**config.mk**
```make
export PLATFORM = sky130hd
export DESIGN_NAME = scrb_bank
export DESIGN_NICKNAME = d
export VERILOG_FILES = /design/src/core/scrb_pkg.sv /design/src/core/scrb_bank.sv
export VERILOG_INCLUDE_DIRS = /design/src /design/src/core
export SDC_FILE = /design/constraint.sdc
export NUM_CORES = 1
export LEC_CHECK = 0
export BUFFER_PORTS_ARGS = -buffer_cell sky130_fd_sc_hd__clkbuf_2
export CORE_ASPECT_RATIO = 1.1
export CORE_MARGIN = 4
export CORE_UTILIZATION = 66
export DETAILED_ROUTE_END_ITERATION = 10
export PLACE_DENSITY = 0.86
export SLEW_MARGIN = 10
export SYNTH_ARGS = -nofsm -noshare
export SYNTH_HDL_FRONTEND = slang
export SYNTH_SLANG_ARGS = --single-unit
```
**constraint.sdc**
```tcl
create_clock -name clock -period 10.8 [get_ports clock]
set_input_delay 1.08 -clock clock [delete_from_list [all_inputs] [get_ports clock]]
set_output_delay 1.08 -clock clock [all_outputs]
set_load 0.02 [all_outputs]
```
**src/core/scrb_defs.svh**
```systemverilog
// Register offsets, field positions, reset values and timing counts
// Assumes byte-wide registers on a plain address/strobe port
`ifndef SCRB_DEFS_SVH
`define SCRB_DEFS_SVH

`define SCRB_ADDR_CONTROL_A  5'h00
`define SCRB_ADDR_STATUS     5'h01
`define SCRB_ADDR_IRQEN      5'h02
`define SCRB_ADDR_FLAGS      5'h03
`define SCRB_ADDR_TEMP       5'h04
`define SCRB_ADDR_DBG        5'h05
`define SCRB_ADDR_CLOCK_SEL  5'h07
`define SCRB_ADDR_CNT_L      5'h08
`define SCRB_ADDR_CNT_H      5'h09
`define SCRB_ADDR_TOP_L      5'h0a
`define SCRB_ADDR_TOP_H      5'h0b
`define SCRB_ADDR_CMP_L      5'h0c
`define SCRB_ADDR_CMP_H      5'h0d
`define SCRB_ADDR_TICKCTL    5'h10
`define SCRB_ADDR_TICKSTAT   5'h11
`define SCRB_ADDR_TICKIRQEN  5'h12
`define SCRB_ADDR_TICKFLAG   5'h13
`define SCRB_ADDR_TICKDBG    5'h15

`define SCRB_BIT_STBY_RUN    7
`define SCRB_DIV_HI          6
`define SCRB_DIV_LO          3
`define SCRB_BIT_EN          0
`define SCRB_BIT_CMP         1
`define SCRB_BIT_WRAP        0
`define SCRB_BIT_BUSY_CMP    3
`define SCRB_BIT_BUSY_TOP    2
`define SCRB_BIT_BUSY_CNT    1
`define SCRB_BIT_BUSY_CTL    0

`define SCRB_RESET_BYTE      8'h00
`define SCRB_RESET_TOP       16'hffff
`define SCRB_SYNC_CYCLES     2'h2

`endif

```
**src/core/scrb_pkg.sv**
```systemverilog
// Types shared by the slow counter register bank
// Assumes the defines header is included where offsets are needed
package scrb_pkg;
    typedef enum logic [2:0] {
        SCRB_SYNC_IDLE = 3'b001,
        SCRB_SYNC_WAIT = 3'b010,
        SCRB_SYNC_DONE = 3'b100
    } scrb_sync_t;
endpackage

```
**src/core/scrb_bank.sv**
```systemverilog
// Register bank and 16-bit slow counter with domain-sync emulation
// Assumes one 100 MHz clock; slow clock edges arrive as slow_tick enable
//
// Summary of operation
// RULE1: standby_run 0 halts counter in standby; 1 keeps it running there.
// RULE2: tick_divider field divides slow ticks by two to the field value.
// RULE3: control A writes reach counter logic two slow ticks later.
// RULE4: software waits for control_sync_busy low before writing control A.
// RULE5: counter_enable bit 0 starts or stops the counter; resets to 0.
// RULE6: compare_sync_busy high while a compare value is being transferred.
// RULE7: top_sync_busy high while a wrap top value is being transferred.
// RULE8: count_sync_busy high while a count value is being transferred.
// RULE9: control_sync_busy high while control A transfers; status resets 0.
// RULE10: compare interrupt enable gates compare match request.
// RULE11: wrap interrupt enable gates wrap event request.
// RULE12: compare_match flag sets on count equal compare, enable or not.
// RULE13: wrap_event flag sets when count wraps from top to zero.
// RULE14: writing 1 clears a flag, 0 leaves it; flags reset to 0.
// RULE15: one shared high byte buffer serves all 16-bit registers.
// RULE16: shared buffer gives atomic 16-bit access, direct access, resets 0.
// RULE17: request active while flag and enable set, until flag cleared.
// RULE18: divider runs when counter_enable or tick_enable is set, else stops.
// RULE19: clock_source_select picks slow clock: 0 32k, 1 1k, 3 external.
// RULE20: enabled counter steps on divided tick, wraps to zero after top.
//
// Our own choice: the strobed register port.
`timescale 1ns/100ps
`include "scrb_defs.svh"

module scrb_bank #(
    parameter int DIV_WIDTH = 15
) (
    input  wire logic        clock,
    input  wire logic        reset,
    input  wire logic [4:0]  address,
    input  wire logic [7:0]  write_data,
    input  wire logic        write_strobe,
    input  wire logic        read_strobe,
    input  wire logic        slow_tick_32k,
    input  wire logic        slow_tick_1k,
    input  wire logic        slow_tick_ext,
    input  wire logic        standby_sleep,
    input  wire logic        debug_halt,
    output logic      [7:0]  read_data,
    output logic      [15:0] count_out,
    output logic             irq_request,
    output logic             wrap_pulse,
    output logic             compare_pulse
);
    logic [7:0]  control_a;
    logic [7:0]  irq_enable;
    logic [1:0]  irq_flags;
    logic [7:0]  shared_high_byte_buffer;
    logic        debug_keep_running;
    logic [1:0]  clock_source_select;
    logic [7:0]  tick_control;
    logic        tick_irq_enable;
    logic        tick_debug_control;

    // Staged values waiting for a slow tick, and their live copies
    logic [7:0]  ctl_stage;
    logic [15:0] cnt_stage;
    logic [15:0] top_stage;
    logic [15:0] cmp_stage;
    logic [7:0]  ctl_live;
    logic [15:0] count_value;
    logic [15:0] wrap_top_value;
    logic [15:0] compare_value;
    logic [DIV_WIDTH-1:0] divider;
    logic        slow_tick;
    logic        div_tick;
    logic        run_ok;
    logic        step;
    logic        hit_top;
    logic        hit_cmp;
    logic        wr_hi;

    logic        wr;
    assign wr = write_strobe;

    // Source selection of the slow timebase edge; code 2 gives no edges
    always_comb begin
        unique case (clock_source_select)
            2'h0: slow_tick = slow_tick_32k; // RULE19
            2'h1: slow_tick = slow_tick_1k; // RULE19
            2'h3: slow_tick = slow_tick_ext; // RULE19
            default: slow_tick = 1'b0;
        endcase
    end

    // Four staged register transfers, each a small sync state machine
    logic [3:0] busy;
    logic [3:0] start;
    logic [3:0] land;
    assign start[`SCRB_BIT_BUSY_CTL] = wr && address == `SCRB_ADDR_CONTROL_A;
    assign start[`SCRB_BIT_BUSY_CNT] = wr && address == `SCRB_ADDR_CNT_H;
    assign start[`SCRB_BIT_BUSY_TOP] = wr && address == `SCRB_ADDR_TOP_H;
    assign start[`SCRB_BIT_BUSY_CMP] = wr && address == `SCRB_ADDR_CMP_H;

    genvar g;
    generate
        for (g = 0; g < 4; g++) begin : g_sync
            scrb_pkg::scrb_sync_t state;
            logic [1:0] ticks;
            always_ff @(posedge clock or posedge reset) begin
                if (reset) begin
                    state <= scrb_pkg::SCRB_SYNC_IDLE;
                    ticks <= 2'h0;
                end else if (start[g]) begin
                    state <= scrb_pkg::SCRB_SYNC_WAIT;
                    ticks <= 2'h0;
                end else begin
                    unique case (state)
                        scrb_pkg::SCRB_SYNC_IDLE: ticks <= 2'h0;
                        scrb_pkg::SCRB_SYNC_WAIT: begin
                            if (slow_tick) begin
                                ticks <= ticks + 2'h1;
                                if (ticks + 2'h1 == `SCRB_SYNC_CYCLES) begin
                                    state <= scrb_pkg::SCRB_SYNC_DONE; // RULE3
                                end
                            end
                        end
                        scrb_pkg::SCRB_SYNC_DONE:
                            state <= scrb_pkg::SCRB_SYNC_IDLE;
                        default: state <= scrb_pkg::SCRB_SYNC_IDLE;
                    endcase
                end
            end
            assign busy[g] =
                state != scrb_pkg::SCRB_SYNC_IDLE; // RULE6 RULE7 RULE8 RULE9
            assign land[g] = state == scrb_pkg::SCRB_SYNC_DONE;
        end
    endgenerate

    // Software-side registers
    always_ff @(posedge clock or posedge reset) begin
        if (reset) begin
            control_a           <= `SCRB_RESET_BYTE; // RULE5
            irq_enable          <= `SCRB_RESET_BYTE;
            debug_keep_running  <= 1'b0;
            clock_source_select <= 2'h0;
            tick_control        <= `SCRB_RESET_BYTE;
            tick_irq_enable     <= 1'b0;
            tick_debug_control  <= 1'b0;
            ctl_stage           <= `SCRB_RESET_BYTE;
        end else if (wr) begin
            unique case (address)
                `SCRB_ADDR_CONTROL_A: begin
                    control_a <= write_data & 8'hf9;
                    ctl_stage <= write_data & 8'hf9;
                end
                `SCRB_ADDR_IRQEN:    irq_enable <= write_data & 8'h03;
                `SCRB_ADDR_DBG:      debug_keep_running <= write_data[0];
                `SCRB_ADDR_CLOCK_SEL: clock_source_select <= write_data[1:0];
                `SCRB_ADDR_TICKCTL:  tick_control <= write_data & 8'h79;
                `SCRB_ADDR_TICKIRQEN: tick_irq_enable <= write_data[0];
                `SCRB_ADDR_TICKDBG:  tick_debug_control <= write_data[0];
                default: ;
            endcase
        end
    end

    // Shared high byte: low-byte read latches high half, high write pairs it
    assign wr_hi = wr && (address == `SCRB_ADDR_CNT_H ||
                   address == `SCRB_ADDR_TOP_H || address == `SCRB_ADDR_CMP_H);
    always_ff @(posedge clock or posedge reset) begin
        if (reset) begin
            shared_high_byte_buffer <= `SCRB_RESET_BYTE; // RULE16
        end else if (wr && (address == `SCRB_ADDR_TEMP ||
                     address == `SCRB_ADDR_CNT_L ||
                     address == `SCRB_ADDR_TOP_L ||
                     address == `SCRB_ADDR_CMP_L)) begin
            shared_high_byte_buffer <= write_data; // RULE15
        end else if (read_strobe) begin
            unique case (address)
                `SCRB_ADDR_CNT_L: shared_high_byte_buffer <= count_value[15:8];
                `SCRB_ADDR_TOP_L:
                    shared_high_byte_buffer <= wrap_top_value[15:8];
                `SCRB_ADDR_CMP_L:
                    shared_high_byte_buffer <= compare_value[15:8];
                default: ;
            endcase
        end
    end

    // High-byte write joins buffered low byte into one 16-bit stage
    always_ff @(posedge clock or posedge reset) begin
        if (reset) begin
            cnt_stage <= 16'h0000;
            top_stage <= `SCRB_RESET_TOP;
            cmp_stage <= 16'h0000;
        end else if (wr_hi) begin
            unique case (address)
                `SCRB_ADDR_CNT_H:
                    cnt_stage <= {write_data, shared_high_byte_buffer}; // RULE16
                `SCRB_ADDR_TOP_H:
                    top_stage <= {write_data, shared_high_byte_buffer};
                default: cmp_stage <= {write_data, shared_high_byte_buffer};
            endcase
        end
    end

    // Live copies take staged values once transfer completes
    always_ff @(posedge clock or posedge reset) begin
        if (reset) begin
            ctl_live       <= `SCRB_RESET_BYTE;
            wrap_top_value <= `SCRB_RESET_TOP;
            compare_value  <= 16'h0000;
        end else begin
            if (land[`SCRB_BIT_BUSY_CTL]) ctl_live <= ctl_stage; // RULE3
            if (land[`SCRB_BIT_BUSY_TOP]) wrap_top_value <= top_stage;
            if (land[`SCRB_BIT_BUSY_CMP]) compare_value <= cmp_stage;
        end
    end

    // Shared prescaler: free-running while either function is on
    always_ff @(posedge clock or posedge reset) begin
        if (reset) begin
            divider <= '0;
        end else if (!(ctl_live[`SCRB_BIT_EN] || tick_control[0])) begin
            divider <= '0; // RULE18
        end else if (slow_tick) begin
            divider <= divider + 1'b1;
        end
    end

    // Tick when all low divider bits below the selected power are ones
    always_comb begin
        logic [DIV_WIDTH-1:0] mask;
        mask = '0;
        for (int i = 0; i < DIV_WIDTH; i++) begin
            if (i < int'(ctl_live[`SCRB_DIV_HI:`SCRB_DIV_LO])) mask[i] = 1'b1;
        end
        div_tick = slow_tick && ((divider & mask) == mask); // RULE2
    end

    assign run_ok = (!standby_sleep ||
                     ctl_live[`SCRB_BIT_STBY_RUN]) && // RULE1
                    (!debug_halt || debug_keep_running);
    assign step = ctl_live[`SCRB_BIT_EN] && run_ok && div_tick; // RULE5
    assign hit_top = step && count_value == wrap_top_value;
    assign hit_cmp = step && count_value + 16'h1 == compare_value &&
                     !hit_top;

    // Counter
    always_ff @(posedge clock or posedge reset) begin
        if (reset) begin
            count_value <= 16'h0000;
        end else if (land[`SCRB_BIT_BUSY_CNT]) begin
            count_value <= cnt_stage;
        end else if (hit_top) begin
            count_value <= 16'h0000; // RULE20
        end else if (step) begin
            count_value <= count_value + 16'h1; // RULE20
        end
    end

    // Flags: hardware set wins over a write-one clear
    logic hit_cmp_any;
    assign hit_cmp_any = hit_cmp || (hit_top && compare_value == 16'h0000);
    always_ff @(posedge clock or posedge reset) begin
        if (reset) begin
            irq_flags <= 2'b00; // RULE14
        end else begin
            irq_flags[`SCRB_BIT_CMP] <= hit_cmp_any || // RULE12
                (irq_flags[`SCRB_BIT_CMP] &&
                 !(wr && address == `SCRB_ADDR_FLAGS &&
                   write_data[`SCRB_BIT_CMP])); // RULE14
            irq_flags[`SCRB_BIT_WRAP] <= hit_top || // RULE13
                (irq_flags[`SCRB_BIT_WRAP] &&
                 !(wr && address == `SCRB_ADDR_FLAGS &&
                   write_data[`SCRB_BIT_WRAP])); // RULE14
        end
    end

    // Outputs
    always_ff @(posedge clock or posedge reset) begin
        if (reset) begin
            irq_request   <= 1'b0;
            wrap_pulse    <= 1'b0;
            compare_pulse <= 1'b0;
            count_out     <= 16'h0000;
        end else begin
            irq_request <=
                |(irq_flags & irq_enable[1:0]); // RULE10 RULE11 RULE17
            wrap_pulse    <= hit_top;
            compare_pulse <= hit_cmp_any;
            count_out     <= count_value;
        end
    end

    // Read port, data valid the cycle after the strobe
    always_ff @(posedge clock or posedge reset) begin
        if (reset) begin
            read_data <= `SCRB_RESET_BYTE;
        end else if (read_strobe) begin
            unique case (address)
                `SCRB_ADDR_CONTROL_A: read_data <= control_a;
                `SCRB_ADDR_STATUS:  read_data <= {4'h0, busy}; // RULE9
                `SCRB_ADDR_IRQEN:   read_data <= irq_enable;
                `SCRB_ADDR_FLAGS:   read_data <= {6'h00, irq_flags};
                `SCRB_ADDR_TEMP:    read_data <= shared_high_byte_buffer;
                `SCRB_ADDR_DBG:     read_data <= {7'h00, debug_keep_running};
                `SCRB_ADDR_CLOCK_SEL:
                    read_data <= {6'h00, clock_source_select};
                `SCRB_ADDR_CNT_L:   read_data <= count_value[7:0];
                `SCRB_ADDR_TOP_L:   read_data <= wrap_top_value[7:0];
                `SCRB_ADDR_CMP_L:   read_data <= compare_value[7:0];
                `SCRB_ADDR_CNT_H, `SCRB_ADDR_TOP_H, `SCRB_ADDR_CMP_H:
                    read_data <= shared_high_byte_buffer; // RULE16
                `SCRB_ADDR_TICKCTL:  read_data <= tick_control;
                `SCRB_ADDR_TICKSTAT: read_data <= 8'h00;
                `SCRB_ADDR_TICKIRQEN: read_data <= {7'h00, tick_irq_enable};
                `SCRB_ADDR_TICKFLAG: read_data <= 8'h00;
                `SCRB_ADDR_TICKDBG:  read_data <= {7'h00, tick_debug_control};
                default:            read_data <= 8'h00;
            endcase
        end else begin
            read_data <= 8'h00;
        end
    end
endmodule

```
==> impl_summary.md <==
Clocking
The root buffer cell is clkbuf_16. After clock tree synthesis, the flow added hold-fix buffers numbering 0. TritonCTS built the clock tree. The tree built by TritonCTS fans out to 192 sinks. The post-CTS repair timing setup buffer count is 0.

The maximum clock insertion buffer count is 2. The register clock-pin slew on the reported worst setup and hold paths is approximately 0.07 ns. The post-cts resize count is 0. Clock tree synthesis inserted a total of 17 buffers.

The H-tree was split into 4 levels. The later pin in the worst-skew pair is clocked with a latency of around 0.44 ns.

Power and ir drop
The total power per unit cell area is 152 nW/um^2. The switching share of power is 25.6%. Summing internal, switching and leakage power gives 1.58 mW.

In this run, the combinational gates consume a little under 8% of the power. The net switching component of the power is a little over 400 uW. Across the VDD grid, the largest voltage drop is 0.000112 V. For this design the static power due to leakage is 4.43 nW.

The sequential fraction of design power is 53.9%. The internal portion of the total power is ~1.2 mW. The share of power burned in the clock network is between 30% and 40%.

Flow run
The tool flagged a number of max-cap violations equal to 0.

Status
The flow ran to the end, and the final reports show no timing, DRC or antenna violations.

STA
The aggregate negative setup slack is 0 ns. Measured against its own limit, the worst slew margin works out to 15.4%. Static timing analysis puts the maximum clock frequency at 314 MHz. The slew at the pin closest to its max-slew limit is 1.26 ns. The number of hold violations in the final report is 0. The clock tree skew after final layout is 0.0109 ns. The max-slew violation count is 0. The count of final setup violators is 0. Counting I/O delays and the setup requirement, the final critical path takes 3.19 ns. The post-route fraction of the period consumed by the critical path is 29.5%. Setup repair after global routing left no endpoint under its margin.

Synth
The share of synthesized registers carrying an async set or reset is 100%. Synthesis produced a netlist with a net count of ~900. The synthesized cell area is 9440 um^2. The leading register cell type out of synthesis is dfrtp_1. The proportion of synthesized chip area in sequential cells is 51.4%.

The cell count after synthesis came out at between 800 and 900. The number of synthesized flops with an enable pin is 0. The yosys synthesis warning count is 0. The count of distinct cell types in the synthesized netlist is 67. The average size of a mapped cell is 10.5 um^2. Counting flops and latches in the post-synthesis netlist gives roughly 190.

Routing
The count of vias placed by the detailed router is 7489. The ratio of routed vias to standard cells is 6.69. The initial detailed-routing violation count is 1100. For this run, the detailed router's first-pass iteration total came to 9. After detailed routing, the average wire length per cell comes to 21.0 um. The detailed-route wire length is 23500 um. The count of nets left with antenna violations once routing finished came out at 0. The post-route DRC violation count is 0.

Placement
The routability congestion estimate from global placement is 0.956. The detailed placement HPWL is around 16000 um. The quantity of I/O buffers inserted on ports is 48.

Floorplanning
Pin placement for this block handled 49 I/O pins. The vertical extent of the die is 133 um. The area enclosed by the die boundary is between 15000 and 20000 um^2. The initialized floorplan defines 45 standard-cell rows. In this run the horizontal extent of the chip is about 120 um. The core region is approximately 14000 um^2.

For this configuration, the core starts out at a cell density of 67.9%.

Finish
The total number of nets in the final design is 947. The number of inserted diodes is 0. Of the cells placed in the final design, the portion with a size suffix greater than 1 is ~26%. The layout has 967 filler cells. The area growth from synthesis to layout is 9.99%.

Global route
The number of antenna violations at the first check in global routing was 0. Summed over all layers, the global routing overflow is 0. The first global-routing pass estimated about 38000 um of wire. Entering global routing, the biggest net connects 107 pins. The global router's overall resource usage is 30.1%.

The number of global-route vias before repair is 7082.

Critical path
For this run, the slowest stage of the critical path takes 0.70 ns. The critical path is of the in -> reg type. STA puts the critical path data required time at 11.16 ns. The nature of the critical path endpoint is a flip-flop. Data on the critical path arrives at its endpoint at 3.54 ns. The slowest library cell on the worst path is a22o_1.

STA classifies the critical path startpoint as an input port. Traced cell by cell, the critical path runs through clkbuf_2, mux2_1, a22o_1, nand3_1, or4_4, or4_1, a31oi_1. Of all nets on the critical path, the largest fanout is 21.

Hold path
The tightest min-delay check is of the reg -> reg type.
[flip-flops by register name, summed over array words and instances (netlist names), 8 cells and up]
name / cells
cmp_stage: 16
cnt_stage: 16
compare_value: 16
count_out: 16
count_value: 16
divider: 15
g_sync.state: 12
g_sync.ticks: 8
read_data: 8
shared_high_byte_buffer: 8
top_stage: 16
wrap_top_value: 16
[final cells by class]
class / count / area (um^2) / area share [%]
well taps: 188 / 235 / 2.27
repair buffers: 59 / 323 / 3.11
clock buffers: 20 / 478 / 4.60
flip-flops and latches: 192 / 4850 / 46.7
clock inverters: 12 / 98.8 / 0.952
multi-input cells: 632 / 4330 / 41.7
inverters: 17 / 71.3 / 0.687
[power groups by stage]
stage          registers, mW  clock network [mW]  logic [mW]
3_5_place_dp           0.858                   0       0.122
3_3_place_gp           0.854                   0       0.116
6_report               0.851               0.606       0.122
5_1_grt                0.855               0.645       0.136
4_1_cts                0.846               0.614       0.123
2_1_floorplan          0.834                   0      0.0926
[logic make-up (layout without fill, tap and decap cells)]
family | after synthesis | after routing | synth area share [%]
XOR/XNOR | 47 | 47 | 4.36
buffers and inverters | 72 | 108 | 3.27
AND/OR/NAND/NOR | 285 | 285 | 14.8
AO/OA/AOI/OAI | 196 | 196 | 13.8
multiplexers | 98 | 98 | 11.7
flip-flops | 192 | 192 | 51.4
adder cells (fa/ha/maj) | 6 | 6 | 0.795
[worst paths after layout]
path,start,end,slack (ns),depth (start not counted)
setup / recovery,slow_tick_ext,count_value[0],7.61,7
setup reg to reg,count_value[3],irq_flags[1],7.65,6
hold / removal,cmp_stage[8],compare_value[8],0.49,2
min in group asynchronous,reset,debug_keep_running,0.78,2
max in group asynchronous,reset,g_sync[1].ticks[0],8.49,3
hold reg to reg,cmp_stage[8],compare_value[8],0.49,2
[synthesized netlist by cell type, drive strengths merged (10+ instances only)]
cell type / instances / area share (%)
nor2: 71 / 2.8
nand4: 16 / 1.2
o31ai: 17 / 1.4
dfrtp: 156 / 41
a21oi: 36 / 1.9
mux2: 95 / 11
nor3b: 14 / 1.1
a22oi: 12 / 0.95
clkbuf: 37 / 1.5
o21ai: 50 / 2.7
a22o: 10 / 0.93
nand2: 93 / 3.7
nor3: 22 / 1.2
inv: 17 / 0.68
buf: 18 / 1.1
dfstp: 36 / 10
xnor2: 38 / 3.5
a31oi: 22 / 1.5
nor4: 13 / 0.86
nand3: 14 / 0.80
nand2b: 10 / 0.66
[stage by stage]
stage / util, % / area (um^2) / setup slack (ns) / cells / hold WS, ns
floorplan: - / 9440 / 4.55 / 896 / 0.349
global placement: 70.5 / 9810 / 7.33 / 1088 / 0.457
detailed placement: 70.5 / 9810 / 7.26 / 1088 / 0.472
CTS: 74.7 / 10400 / 7.66 / 1120 / 0.495
global route: 74.7 / 10400 / 7.48 / 1120 / 0.516
finish: 74.7 / 10400 / 7.61 / 1120 / 0.493
[placed cells by master, fill, tap and decap left out, types with 9 or more instances in the layout]
| cell type | synthesis | layout |
|---|---|---|
| a21oi_1 | 36 | 36 |
| a22o_1 | 10 | 10 |
| a22oi_1 | 12 | 12 |
| a31oi_1 | 22 | 22 |
| buf_4 | 2 | 11 |
| clkbuf_16 | 0 | 18 |
| clkbuf_2 | 0 | 48 |
| dfrtp_1 | 156 | 156 |
| dfstp_2 | 36 | 36 |
| inv_1 | 17 | 16 |
| mux2_2 | 94 | 94 |
| nand2_1 | 93 | 93 |
| nand2b_1 | 10 | 10 |
| nand3_1 | 13 | 13 |
| nand4_1 | 14 | 14 |
| nor2_1 | 71 | 71 |
| nor3_1 | 21 | 20 |
| nor3b_1 | 14 | 12 |
| nor4_1 | 13 | 10 |
| o21ai_0 | 49 | 49 |
| o31ai_1 | 17 | 17 |
| xnor2_1 | 38 | 38 |
| xor2_1 | 9 | 9 |
[worst max-delay path, delay by kind of cell]
kind                   cells  cell delay (ns)
buffers and inverters      1             0.07
and+or+nand+nor            3             1.38
AOI/OAI and AO/OA          2             0.89
muxes                      1             0.11
[routing by layer]
layer / vias up / part of all wire [%] / wire (um) / GRT usage, %
met5: - / 0 / 0 / 0
met4: 0 / 4.5 / 1050 / 14.8
met1: 3651 / 40 / 9470 / 41.2
met3: 93 / 9.3 / 2180 / 6.75
met2: 461 / 46 / 10800 / 45.5
li1: 3284 / - / - / -
Power figures use the tool's default switching activity.
